## src/rtl/pwm_ovr_map.svh

```systemverilog
// Register offsets, field positions, reset values and timing counts
`ifndef PWM_OVR_MAP_SVH
`define PWM_OVR_MAP_SVH

// Byte offsets of the registers on the bus
`define OFF_CTRL        8'h00
`define OFF_PERIOD      8'h04
`define OFF_DUTY        8'h08
`define OFF_PHASE       8'h0c
`define OFF_DEADTIME    8'h10
`define OFF_OUTCTRL     8'h14
`define OFF_FLTCTRL     8'h18
`define OFF_STATUS      8'h1c
`define OFF_COUNTER     8'h20

// Channel control register fields
`define CT_MODULE_EN    0
`define CT_TB_RUN       1
`define CT_COMPL        2
`define CT_IUE          3
`define CT_VARPHASE     4
`define CT_IDLE_STOP    5
`define CT_W            6

// Output control register fields
`define OC_MAN_LO       0
`define OC_MAN_HI       1
`define OC_LOW_OVR_EN   2
`define OC_HIGH_OVR_EN  3
`define OC_FLT_LO       4
`define OC_FLT_HI       5
`define OC_LIM_LO       6
`define OC_LIM_HI       7
`define OC_SYNC_EN      8
`define OC_LOW_POL      9
`define OC_HIGH_POL     10
`define OC_LOW_OWNER    11
`define OC_HIGH_OWNER   12
`define OC_W            13

// Fault control register fields
`define FC_FAULT_EN     0
`define FC_LIMIT_EN     1
`define FC_W            2

// Status register fields
`define ST_FAULT_STATE  0
`define ST_LIMIT_STATE  1
`define ST_FAULT_PIN    2
`define ST_LIMIT_PIN    3
`define ST_STOPPED      4
`define ST_W            5

// Reset values
`define RST_CTRL        6'h00
`define RST_OUTCTRL     13'h0000
`define RST_FLTCTRL     2'h0
`define RST_TIME        16'h0000

// Time data is aligned so bit 3 is one instruction cycle
`define TIME_LSB_BIT    3
`define TIME_MASK       16'hfff8
`define TB_STEP         16'h0008
`define TB_STEP17       17'h00008
`define TIME_W          16

`endif

```

## src/rtl/pwm_ovr_pkg.sv

```systemverilog
// Types shared by the output override block
package pwm_ovr_pkg;

  // AHB-Lite request seen by the slave
  typedef struct packed {
    logic        hsel;
    logic [31:0] haddr;
    logic [1:0]  htrans;
    logic        hwrite;
    logic [2:0]  hsize;
    logic [31:0] hwdata;
    logic        hready;
  } ahb_req_t;

  // AHB-Lite slave answer
  typedef struct packed {
    logic [31:0] hrdata;
    logic        hreadyout;
    logic        hresp;
  } ahb_rsp_t;

  // One pair of PWM pins, level and enable each
  typedef struct packed {
    logic high_out;
    logic high_oe;
    logic low_out;
    logic low_oe;
  } pins_t;

endpackage : pwm_ovr_pkg

```

## src/rtl/pwm_output_override_control.sv

```systemverilog
// Output stage of one PWM channel with overrides, dead time and bus registers
//
// The AHB-Lite register port and the address map are this design's own decisions.
`timescale 1ns/10ps
`include "pwm_ovr_map.svh"

module pwm_output_override_control (
  input  wire logic                I_CLK,
  input  wire logic                I_RST,
  input  wire pwm_ovr_pkg::ahb_req_t I_AHB,
  output pwm_ovr_pkg::ahb_rsp_t    O_AHB,
  input  wire logic                I_FAULT,
  input  wire logic                I_LIMIT,
  input  wire logic                I_SLEEP,
  input  wire logic                I_IDLE,
  input  wire pwm_ovr_pkg::pins_t  I_GPIO,
  output pwm_ovr_pkg::pins_t       O_PINS,
  output logic                     O_WAKE
);
  import pwm_ovr_pkg::*;

  // Software visible registers
  logic [`CT_W-1:0]   channel_ctrl_reg;         // Mode and enable bits
  logic [`OC_W-1:0]   channel_output_ctrl_reg;  // Override, polarity, ownership
  logic [`FC_W-1:0]   fault_ctrl;               // Fault and limit enables
  logic [15:0]        period;                   // Last count of the cycle
  logic [15:0]        duty_buf;                 // Duty as written
  logic [15:0]        phase;                    // Phase offset
  logic [15:0]        deadtime;                 // Dead time
  // Internal state
  logic [15:0]        timebase_counter;         // Channel time base
  logic [15:0]        duty_act;                 // Duty in use
  logic [1:0]         ovr_en_act;               // Override enables in use
  logic [1:0]         ovr_dat_act;              // Override data in use
  logic               fault_state;              // Fault override held
  logic               limit_state;              // Limit override held
  logic [1:0]         dt_out;                   // Dead-time stage outputs
  // Bus slave state
  logic               wr_pend;                  // Write data phase due
  logic [7:0]         wr_addr;                  // Address of that write
  logic [31:0]        rdata;                    // Read data register

  // Field decode
  wire module_en  = channel_ctrl_reg[`CT_MODULE_EN];
  wire timebase_run = channel_ctrl_reg[`CT_TB_RUN];
  wire compl_mode = channel_ctrl_reg[`CT_COMPL];
  wire immediate_update_en = channel_ctrl_reg[`CT_IUE];
  wire var_phase  = channel_ctrl_reg[`CT_VARPHASE];
  wire idle_stop_sel = channel_ctrl_reg[`CT_IDLE_STOP];
  wire [1:0] manual_override_data =
    {channel_output_ctrl_reg[`OC_MAN_HI], channel_output_ctrl_reg[`OC_MAN_LO]};
  wire [1:0] ovr_en_sw =
    {channel_output_ctrl_reg[`OC_HIGH_OVR_EN], channel_output_ctrl_reg[`OC_LOW_OVR_EN]};
  wire [1:0] fault_override_data =
    {channel_output_ctrl_reg[`OC_FLT_HI], channel_output_ctrl_reg[`OC_FLT_LO]};
  wire [1:0] limit_override_data =
    {channel_output_ctrl_reg[`OC_LIM_HI], channel_output_ctrl_reg[`OC_LIM_LO]};
  wire override_sync_en = channel_output_ctrl_reg[`OC_SYNC_EN];
  wire high_polarity = channel_output_ctrl_reg[`OC_HIGH_POL];
  wire low_polarity  = channel_output_ctrl_reg[`OC_LOW_POL];
  wire [1:0] pin_owner_select =
    {channel_output_ctrl_reg[`OC_HIGH_OWNER], channel_output_ctrl_reg[`OC_LOW_OWNER]};
  wire fault_en = fault_ctrl[`FC_FAULT_EN];
  wire limit_en = fault_ctrl[`FC_LIMIT_EN];

  // Bus address phase accepted
  wire        bus_take = I_AHB.hsel & I_AHB.htrans[1] & I_AHB.hready;
  wire [7:0]  rd_addr  = I_AHB.haddr[7:0];
  wire        wr_ctrl  = wr_pend & (wr_addr == `OFF_CTRL);
  wire        wr_per   = wr_pend & (wr_addr == `OFF_PERIOD);
  wire        wr_duty  = wr_pend & (wr_addr == `OFF_DUTY);
  wire        wr_ph    = wr_pend & (wr_addr == `OFF_PHASE);
  wire        wr_dt    = wr_pend & (wr_addr == `OFF_DEADTIME);
  wire        wr_oc    = wr_pend & (wr_addr == `OFF_OUTCTRL);
  wire        wr_fc    = wr_pend & (wr_addr == `OFF_FLTCTRL);
  wire [15:0] wtime    = I_AHB.hwdata[15:0] & `TIME_MASK;

  // Module stop in sleep or stopped idle
  wire stopped = I_SLEEP | (I_IDLE & idle_stop_sel);
  wire tb_run  = timebase_run & module_en & ~stopped;
  wire tb_zero = (timebase_counter == 16'h0000);
  wire cycle_start = tb_run & tb_zero;

  // Live pin conditions, fault outranks limit
  wire flt_live = fault_en & I_FAULT;
  wire lim_live = limit_en & I_LIMIT;
  wire flt_on   = fault_state | flt_live;
  wire lim_on   = limit_state | lim_live;

  // Status word seen by software
  wire [`ST_W-1:0] status = {stopped, I_LIMIT, I_FAULT, limit_state, fault_state};

  // Read multiplexer, unused bits and addresses give zero
  logic [31:0] next_rdata;
  always_comb begin
    next_rdata = 32'h0000_0000;
    unique case (rd_addr)
      `OFF_CTRL:     next_rdata[`CT_W-1:0] = channel_ctrl_reg;
      `OFF_PERIOD:   next_rdata[15:0] = period;
      `OFF_DUTY:     next_rdata[15:0] = duty_buf;
      `OFF_PHASE:    next_rdata[15:0] = phase;
      `OFF_DEADTIME: next_rdata[15:0] = deadtime;
      `OFF_OUTCTRL:  next_rdata[`OC_W-1:0] = channel_output_ctrl_reg;
      `OFF_FLTCTRL:  next_rdata[`FC_W-1:0] = fault_ctrl;
      `OFF_STATUS:   next_rdata[`ST_W-1:0] = status;
      `OFF_COUNTER:  next_rdata[15:0] = timebase_counter;
      default:       next_rdata = 32'h0000_0000;
    endcase
  end

  // Bus slave: zero wait states, always OKAY
  // Write data trails its address by a cycle, so the address is kept
  always_ff @(posedge I_CLK) begin
    if (I_RST) begin
      wr_pend <= 1'b0;
      wr_addr <= 8'h00;
      rdata   <= 32'h0000_0000;
    end else begin
      wr_pend <= bus_take & I_AHB.hwrite;
      if (bus_take) begin
        wr_addr <= rd_addr;
      end
      if (bus_take & ~I_AHB.hwrite) begin
        rdata <= next_rdata;
      end
    end
  end

  assign O_AHB.hrdata    = rdata;
  assign O_AHB.hreadyout = 1'b1;
  assign O_AHB.hresp     = 1'b0;

  // Register writes, all returned to reset values on reset
  always_ff @(posedge I_CLK) begin
    if (I_RST) begin
      channel_ctrl_reg        <= `RST_CTRL;
      channel_output_ctrl_reg <= `RST_OUTCTRL;
      fault_ctrl              <= `RST_FLTCTRL;
      period                  <= `RST_TIME;
      duty_buf                <= `RST_TIME;
      phase                   <= `RST_TIME;
      deadtime                <= `RST_TIME;
    end else begin
      if (wr_ctrl) channel_ctrl_reg <= I_AHB.hwdata[`CT_W-1:0];
      if (wr_oc)   channel_output_ctrl_reg <= I_AHB.hwdata[`OC_W-1:0];
      if (wr_fc)   fault_ctrl <= I_AHB.hwdata[`FC_W-1:0];
      if (wr_per)  period <= wtime;
      if (wr_duty) duty_buf <= wtime;
      if (wr_ph)   phase <= wtime;
      if (wr_dt)   deadtime <= wtime;
    end
  end

  // Time base: steps one aligned unit per instruction cycle
  // Held at zero while disabled or not running, so a restart opens a fresh cycle; a sleep or idle stop freezes the count
  wire [15:0] next_counter = (timebase_counter >= period) ? 16'h0000
                           : timebase_counter + `TB_STEP;
  always_ff @(posedge I_CLK) begin
    if (I_RST | ~module_en | ~timebase_run) begin
      timebase_counter <= 16'h0000;
    end else if (tb_run) begin
      timebase_counter <= next_counter;
    end
  end

  // Duty in use: cycle start, or at once when immediate or stopped
  wire duty_take = immediate_update_en | cycle_start | ~tb_run;
  always_ff @(posedge I_CLK) begin
    if (I_RST) begin
      duty_act <= `RST_TIME;
    end else if (duty_take) begin
      duty_act <= duty_buf;
    end
  end

  // Overrides in use: deferred to time base zero when synchronised and running
  wire ovr_take = ~override_sync_en | ~tb_run | cycle_start;
  always_ff @(posedge I_CLK) begin
    if (I_RST) begin
      ovr_en_act  <= 2'b00;
      ovr_dat_act <= 2'b00;
    end else if (ovr_take) begin
      ovr_en_act  <= ovr_en_sw;
      ovr_dat_act <= manual_override_data;
    end
  end

  // Fault and limit hold: exit only at cycle start, or at once when stopped
  // Set wins: an event in the exit cycle keeps the hold
  wire exit_ok = ~tb_run | cycle_start;
  always_ff @(posedge I_CLK) begin
    if (I_RST) begin
      fault_state <= 1'b0;
      limit_state <= 1'b0;
    end else begin
      fault_state <= flt_live | (fault_state & ~exit_ok);
      limit_state <= lim_live | (limit_state & ~exit_ok);
    end
  end

  // Generator with phase offset and variable-phase half duty
  wire [16:0] cyc_len  = {1'b0, period} + `TB_STEP17;
  wire [16:0] raw_pos  = {1'b0, timebase_counter} + {1'b0, phase};
  wire [16:0] wrap_pos = (raw_pos >= cyc_len) ? raw_pos - cyc_len : raw_pos;
  wire [15:0] half_per = {1'b0, period[15:1]} & `TIME_MASK;
  wire [15:0] duty_eff = var_phase ? half_per : duty_act;
  wire        gen_high = tb_run & (wrap_pos[15:0] < duty_eff);
  wire        gen_low  = tb_run & compl_mode & ~gen_high;
  wire [1:0]  gen_req  = {gen_high, gen_low};

  // Request chain, lowest priority first, gated before dead time
  wire [1:0] man_req = (ovr_en_act & ovr_dat_act) | (~ovr_en_act & gen_req);
  wire [1:0] lim_req = lim_on ? limit_override_data : man_req;
  wire [1:0] dt_req  = flt_on ? fault_override_data : lim_req;

  // Dead time in whole cycles, only in complementary mode
  wire [12:0] dt_limit = compl_mode ? deadtime[15:`TIME_LSB_BIT] : 13'h0000;

  // Each output asserts only after its request stood for the dead time
  // A dropped request clears at once, so deassertion never waits
  genvar gi;
  generate
    for (gi = 0; gi < 2; gi++) begin : g_dt
      logic [12:0] dt_cnt; // Cycles the request has stood
      always_ff @(posedge I_CLK) begin
        if (I_RST | ~dt_req[gi]) begin
          dt_cnt     <= 13'h0000;
          dt_out[gi] <= 1'b0;
        end else if (dt_cnt >= dt_limit) begin
          dt_out[gi] <= 1'b1;
        end else begin
          dt_cnt <= dt_cnt + 13'h0001;
        end
      end
    end
  endgenerate

  // Second gate at the pins: deassert data acts without a clock
  // No flop on this path, so a fault reaches the pins within the cycle
  wire [1:0] kill  = ({2{flt_live}} & ~fault_override_data)
                   | ({2{lim_live & ~flt_live}} & ~limit_override_data);
  wire [1:0] level = dt_out & ~kill;
  wire [1:0] pwm_own = {2{module_en}} & ~pin_owner_select;

  // Pin drive, floated while reset is held
  assign O_PINS.high_out = pwm_own[1] ? (level[1] ^ high_polarity) : I_GPIO.high_out;
  assign O_PINS.low_out  = pwm_own[0] ? (level[0] ^ low_polarity) : I_GPIO.low_out;
  assign O_PINS.high_oe  = ~I_RST & (pwm_own[1] | I_GPIO.high_oe);
  assign O_PINS.low_oe   = ~I_RST & (pwm_own[0] | I_GPIO.low_oe);

  // Wake request while stopped, no clock needed
  assign O_WAKE = stopped & fault_en & ~I_FAULT;
endmodule : pwm_output_override_control

```

## config.mk

```make
export PLATFORM = sky130hd
export DESIGN_NAME = pwm_output_override_control
export DESIGN_NICKNAME = d
export VERILOG_FILES = /design/src/rtl/pwm_ovr_pkg.sv /design/src/rtl/pwm_output_override_control.sv
export VERILOG_INCLUDE_DIRS = /design/src /design/src/rtl
export SDC_FILE = /design/constraint.sdc
export NUM_CORES = 1
export LEC_CHECK = 0
export BUFFER_PORTS_ARGS = -buffer_cell sky130_fd_sc_hd__buf_2
export CAP_MARGIN = 30
export CORE_UTILIZATION = 40
export DETAILED_ROUTE_END_ITERATION = 10
export GPL_ROUTABILITY_DRIVEN = 0
export PLACE_DENSITY = 0.6
export SETUP_SLACK_MARGIN = 0.5
export SLEW_MARGIN = 20
export SYNTH_ARGS = -nofsm -noshare
export SYNTH_HDL_FRONTEND = slang
export SYNTH_SLANG_ARGS = --single-unit
```

## constraint.sdc

```tcl
create_clock -name I_CLK -period 6.8 [get_ports I_CLK]
set_input_delay 0.68 -clock I_CLK [delete_from_list [all_inputs] [get_ports I_CLK]]
set_output_delay 0.68 -clock I_CLK [all_outputs]
set_load 0.1 [all_outputs]
```

After elaboration in Yosys (flattened, before gate mapping)
Index checks and enable logic that the tools add are counted.

word-level totals
  flip-flop bits (word level) = 161
  latch bits = 0
  RAM bits = 0
  ROM bits = 0
  input port bits = 82
  output and inout bits = 39
  logic and storage cells = 132
  memories kept = 0

operators by class
  $add $sub $neg = 6
  $mul = 0
  div/mod/pow operators = 0
  order comparisons = 5
  eq/ne operators = 14
  shifts and indexed selects = 0
  mux-type cells = 13
  bitwise logic cells = 71
  reductions and logical operators = 3

operator list
  kind                                                              count
  8-bit by 5-bit == test with 1-bit output (second input constant)  7
  16-bit 2-to-1 mux                                                 3
  7-bit case mux with 6 select lines                                1
  8-bit by 4-bit == test with 1-bit output (second input constant)  4
  1-bit bitwise AND                                                 27
  13-bit by 1-bit adder with 13-bit output (second input constant)  2
  13-bit greater-or-equal comparator                                2
  3-bit case mux with 8 select lines                                1
  16-bit by 16-bit adder with 17-bit output                         1
  16-bit by 4-bit adder with 17-bit output (second input constant)  1
  17-bit greater-or-equal comparator                                1
  16-bit by 4-bit adder with 16-bit output (second input constant)  1
  8-bit by 3-bit == test with 1-bit output (second input constant)  2
  16-bit greater-or-equal comparator                                1
  16-bit zero test                                                  1
  8-bit zero test                                                   2
  16-bit less-than comparator                                       1
  1-bit bitwise OR                                                  16
  16-bit subtractor                                                 1
  3-bit case mux with 5 select lines                                1
  13-bit 2-to-1 mux                                                 1
  1-bit inverter                                                    13
  2-bit bitwise AND                                                 6
  2-bit inverter                                                    5
  7 further kinds                                                   11

Logic depth before layout (Yosys ltp)
  depth in word-level cells = 13
  depth in mapped cells = 26

Least setup slack after synthesis
Ideal clock, no wire load.

  path kind = reg-to-reg
  from = register timebase_counter[3]
  to = register g_dt[0].dt_cnt[2]
  setup time = 64 ps
  data arrival time = 4,756 ps
  required time = 6,736 ps
  path slack = 1,980 ps
  cell stages (with the launch flop) = 26
  buffers on the path = 2
  period minus slack after synthesis = 4,820 ps
  path through = dfxtp_1 > ha_1 > inv_1 > fa_1 > nor2b_1 > o31a_1 > o211ai_1 > a21oi_1 > o31ai_1 > xnor2_1 > ha_1 > o21ai_0 > nor2_1 > nor4b_2 > a21oi_1 > buf_2 > mux2_2 > ha_1 > nand2_1 > o21a_1 > o211ai_1 > a21oi_1 > nor4_1 > a211oi_2 > buf_4 > nor2_1

between the ends
  longest elaborated chain between the ends = 13
  elaborated cells between the ends (all ways) = 14

RTL lines
  what                                                                     RTL line                            source
  start, declared                                                          pwm_output_override_control.sv:31   logic [15:0] timebase_counter;
  start signal, assigned                                                   pwm_output_override_control.sv:162  timebase_counter <= next_counter;
  16-bit by 16-bit adder with 17-bit output (*)                            pwm_output_override_control.sv:203  wire [16:0] raw_pos = {1'b0, timebase_counter} + {1'b0, phase};
  16-bit subtractor or 17-bit greater-or-equal comparator (tied branches)  pwm_output_override_control.sv:204  wire [16:0] wrap_pos = (raw_pos >= cyc_len) ? raw_pos - cyc_len : raw_pos;
  16-bit 2-to-1 mux (*)                                                    pwm_output_override_control.sv:204
  16-bit less-than comparator (*)                                          pwm_output_override_control.sv:207  wire gen_high = tb_run & (wrap_pos[15:0] < duty_eff);
  1-bit bitwise AND (*)                                                    pwm_output_override_control.sv:207
  1-bit inverter (*)                                                       pwm_output_override_control.sv:208  wire gen_low = tb_run & compl_mode & ~gen_high;
  1-bit bitwise AND (*)                                                    pwm_output_override_control.sv:208
  2-bit bitwise AND (*)                                                    pwm_output_override_control.sv:212  wire [1:0] man_req = (ovr_en_act & ovr_dat_act) | (~ovr_en_act & gen_req);
  2-bit bitwise OR (*)                                                     pwm_output_override_control.sv:212
  2-bit 2-to-1 mux (*)                                                     pwm_output_override_control.sv:213  wire [1:0] lim_req = lim_on ? limit_override_data : man_req;
  2-bit 2-to-1 mux (*)                                                     pwm_output_override_control.sv:214  wire [1:0] dt_req = flt_on ? fault_override_data : lim_req;
  1-bit inverter (*)                                                       pwm_output_override_control.sv:226  if (I_RST | ~dt_req[gi]) begin
  1-bit bitwise OR (*)                                                     pwm_output_override_control.sv:226
  end signal, assigned                                                     pwm_output_override_control.sv:232  dt_cnt <= dt_cnt + 13'h0001;
  end, declared                                                            pwm_output_override_control.sv:224  logic [12:0] dt_cnt;

Mark *: on every way between the ends. The rest lies on a longest branch, timed or not.
A chain may end at the register's enable or synchronous reset.

Worst setup path after layout
  from = register timebase_counter[4]
  to = register g_dt[0].dt_cnt[12]

Same word-level chain as after synthesis.

==> results.txt <==
----------------------------------------------------
[Synth]
  Top cell type by total area after synthesis ... sky130_fd_sc_hd__dfxtp_1
  Leading register cell type out of synthesis ... sky130_fd_sc_hd__dfxtp_1
  Combinational family with the most area after synthesis ... simple AND/OR/NAND/NOR gates
  Proportion of netlist area held by the largest area contributor ... 0.324
  Post-synthesis instance area ... 9770 um2
  Post-synthesis sequential area ratio ... 0.324
  Library cells used by synthesis ... 69
  Compound-Gate Fraction of Synth Area ... 0.183
  Mux share of post-synthesis cell area ... 0.0460
  Most area-consuming cells after synthesis ... sky130_fd_sc_hd__dfxtp_1, sky130_fd_sc_hd__ha_1, sky130_fd_sc_hd__nand2_1, sky130_fd_sc_hd__a21oi_1, sky130_fd_sc_hd__nor2_1
  Simple logic cell fraction of the synthesized area ... 0.231
  Number of flip-flops and latches in the synthesized netlist ... 158
  Async SR Flop Fraction ... 0
  Post-synthesis adder-cell area fraction ... 0.109
  Number of warning messages in the yosys log ... 0
  Post-synth EDFFs ... 0
  Avg Synthesized Cell Area ... 8.07 um2
  Number of standard cells after synthesis ... 1,211
  Xor-xnor portion of the synthesized cell area ... 0.0493

[Route]
  Post-detailed-route count of antenna-violating nets ... 0
  Post-detailed-route DRC marker count ... 0
  Via Count ... 8,991
  Drt initial violations ... 788
  Vias per cell ... 5.67
  Routed WL per cell ... 19.3 um
  Detailed Routing Iterations Pass 1 ... 7
  Final WL ... 30,600 um

[Worst setup path]
  Required arrival time at the worst endpoint ... 7180 ps
  Critical-path maximum fanout ... 14
  Cell family with most CP delay ... compound AO/OA/AOI/OAI gates
  Critical Path Sink Type ... register
  Delay of the slowest critical-path stage ... 540 ps
  Critical-path cell list ... inv_1 > fa_1 > nor2b_1 > o31a_1 > o211ai_1 > a21oi_1 > o31ai_1 > xnor2_1 > ha_1 > o21ai_0 > nor2_1 > nor4b_2 > a21o_2 > mux2_2 > ha_1 > nand4_1 > nor3_1 > a21oi_1 > nor4_1 > a211oi_4 > o21ba_2
  Worst path slowest cell ... sky130_fd_sc_hd__nor3_1
  Data arrival time at the worst-slack endpoint ... 6480 ps
  Critical path class ... reg -> reg
  WP buf/inv ... 1
  Kind of start point of the critical path ... register

[Timing]
  Tightest hold margin ... 459 ps
  Total negative slack for setup checks ... 0 ps
  Part of the cycle the worst path needs ... 0.896
  Final Hold Viols ... 0
  Tightest slew margin relative to the limit ... 0.392
  Clock skew ... 15.0 ps
  Minimum period implied by the final worst setup slack ... 6090 ps
  Number of max-slew violations in the final report ... 0
  Max Clock Freq ... 0.164 GHz
  RSZ-0062 raised after global routing ... true
  Final setup violation count ... 0
  Least-Margin Pin Slew ... 911 ps
  PnR worst setup slack ... 706 ps

[Clock tree]
  H-tree lvl count ... 4
  TritonCTS clock tree ... built
  CTS buffer count ... 17
  Number of buffers on the longest clock path ... 2
  Total clock sinks ... 158
  Clock insertion delay at the later pin of the skew report ... 440 ps
  Clock-pin slew on the worst setup and hold paths ... 70 ps
  Cell chosen for the clock root ... sky130_fd_sc_hd__clkbuf_16

[Placed design]
  Port Buffer Count ... 58
  Worst setup timing slack at the placement stage ... 314 ps
  Dpl cells ... 1,552
  HPWL after detailed placement ... 23,100 um

[Floorplanning]
  Initial Utilization ... 0.413
  Die extent in x ... 158 um
  Std-Cell Rows ... 56
  Area enclosed by the die boundary ... 25,100 um2
  Placeable core region ... 23,700 um2
  I/O pin count ... 121
  Height of the die ... 158 um

[Global route]
  Total gr overflow ... 0
  Maximum number of pins on one net before global-route repair ... 74
  Wire length of the first global-routing pass ... 46,300 um
  Total global-route track usage ... 0.247
  Antenna violations before repair ... 1
  Vias in the first global route ... 8,060

[Layout]
  Number of fill cells in the layout ... 2,458
  Largest registers ... g_dt.dt_cnt: 26 flops, rdata: 16 flops
  Non-filler instance count after layout ... 1,585
  Finished Core Util ... 0.461
  Most common cell after layout, fill and taps aside ... sky130_fd_sc_hd__nand2_1
  Top register by number of flip-flops ... g_dt.dt_cnt
  Number of nets at the end of the flow ... 1,418
  Combined area of the multi-input logic cells ... 6130 um2
  Layout overhead on the synthesized area ... 11.7%
  Number of flip-flops under the largest register name ... 26
  Leading cell types in the layout, fill and taps excluded ... sky130_fd_sc_hd__nand2_1, sky130_fd_sc_hd__dfxtp_1, sky130_fd_sc_hd__a21oi_1, sky130_fd_sc_hd__nor2_1, sky130_fd_sc_hd__ha_1
  Register area ... 3160 um2
  Layout cell share with drive strength beyond 1 ... 0.119

[Pwr]
  Power spent charging and discharging nets ... 0.572 mW
  Standby leakage power ... 4.27 nW
  Max IR drop VDD ... 0.000152 V
  Switching part of the total power ... 0.275
  Clk network pwr share ... 0.488
  Sequential power share ... 0.449
  Power Internal ... 1.51 mW
  Proportion of power drawn by combinational gates ... 0.063
  Pwr per Cell Area ... 191 nW/um2

[Run status]
  Outcome ... completed

[Min path]
  Hold Crit Class ... reg -> reg

[Run]
  Max-capacitance violation count ... 0

----------------------------------------------------
==> worst reg2reg max path, stage by stage, from the launching register on <==
cell and delay (ps):
sky130_fd_sc_hd__dfxtp_1 490, sky130_fd_sc_hd__inv_1 180, sky130_fd_sc_hd__fa_1 460, sky130_fd_sc_hd__nor2b_1 160, sky130_fd_sc_hd__o31a_1 190, sky130_fd_sc_hd__o211ai_1 120, sky130_fd_sc_hd__a21oi_1 210, sky130_fd_sc_hd__o31ai_1 140
sky130_fd_sc_hd__xnor2_1 270, sky130_fd_sc_hd__ha_1 320, sky130_fd_sc_hd__o21ai_0 170, sky130_fd_sc_hd__nor2_1 90, sky130_fd_sc_hd__nor4b_2 340, sky130_fd_sc_hd__a21o_2 260, sky130_fd_sc_hd__mux2_2 360, sky130_fd_sc_hd__ha_1 320
sky130_fd_sc_hd__nand4_1 130, sky130_fd_sc_hd__nor3_1 540, sky130_fd_sc_hd__a21oi_1 290, sky130_fd_sc_hd__nor4_1 530, sky130_fd_sc_hd__a211oi_4 170, sky130_fd_sc_hd__o21ba_2 300
==> per-layer routing <==
layer  global-route usage  vias to the layer above  part of all wire
met4               0.0797                        0             0.025
li1                     -                     4385                 -
met3               0.0536                       46             0.081
met1                0.346                     4241              0.46
met5                    0                        -                 0
met2                0.376                      319              0.44
==> power by group through the flow <==
stage | Sequential, mW | Clock [mW] | Combinational, mW
3_3_place_gp | 0.956 | 0 | 0.130
4_1_cts | 0.935 | 1.03 | 0.131
5_1_grt | 0.935 | 1.06 | 0.138
3_5_place_dp | 0.956 | 0 | 0.131
6_report | 0.935 | 1.02 | 0.132
2_1_floorplan | 0.969 | 0 | 0.0931
==> area by class of cell <==
| cell class | count | area share |
|---|---|---|
| Tap cell | 319 | 0.0366 |
| Sequential cell | 158 | 0.290 |
| Timing Repair Buffer | 84 | 0.0451 |
| Inverter | 30 | 0.0103 |
| Multi-Input combinational cell | 961 | 0.562 |
| Antenna cell | 1 | 0.000229 |
| Clock inverter | 15 | 0.0175 |
| Clock buffer | 17 | 0.0390 |
==> logic make-up (layout without fill, tap and decap cells) <==
group | after synthesis | in the layout
AOI/OAI and AO/OA | 270 | 270
xor gates and xnor gates | 55 | 55
adders and majority gates | 84 | 84
buffers and inverters | 108 | 146
DFF | 158 | 158
muxes | 44 | 44
other | 2 | 19
and+or+nand+nor | 490 | 490
==> synthesized netlist by cell type (all sizes together), types with 6 or more instances <==
master,n
a311oi,11
a222oi,14
nand2b,9
or4,6
ha,82
nor2,100
buf,32
or3,12
o31ai,6
nor4,8
nor3,32
a221oi,9
xor2,22
a211oi,6
mux2i,37
clkbuf,46
a22oi,14
inv,30
a31oi,7
nand3,49
and3,18
and2,9
mux2,7
o21a,13
o21ai,23
a21o,17
xnor2,33
nand4,17
nand2,209
dfxtp,158
a21oi,128
==> metrics by stage <==
step	power [mW]	area (um2)
floorplan	1.06	9830
global placement	1.09	10200
detailed placement	1.09	10300
CTS	2.09	10900
global route	2.13	10900
finish	2.08	10900
==> final timing paths <==
kind | startpoint | cells past startpoint | slack [ps] | end
setup / recovery | timebase_counter[4] | 21 | 710 | g_dt[0].dt_cnt[12]
hold / removal | wr_addr[6] | 2 | 460 | wr_addr[6]
setup reg to reg | timebase_counter[4] | 21 | 710 | g_dt[0].dt_cnt[12]
hold reg to reg | wr_addr[6] | 2 | 460 | wr_addr[6]
==> what timing repair did <==
action | CTS | global route
hold buffers | 0 | 0
setup buffers | 0 | 0
pin swaps | 0 | 1
resized for setup | 1 | 2
endpoints found under the setup margin | 16 | 17
Note: power is estimated with default switching activity, not from simulation.
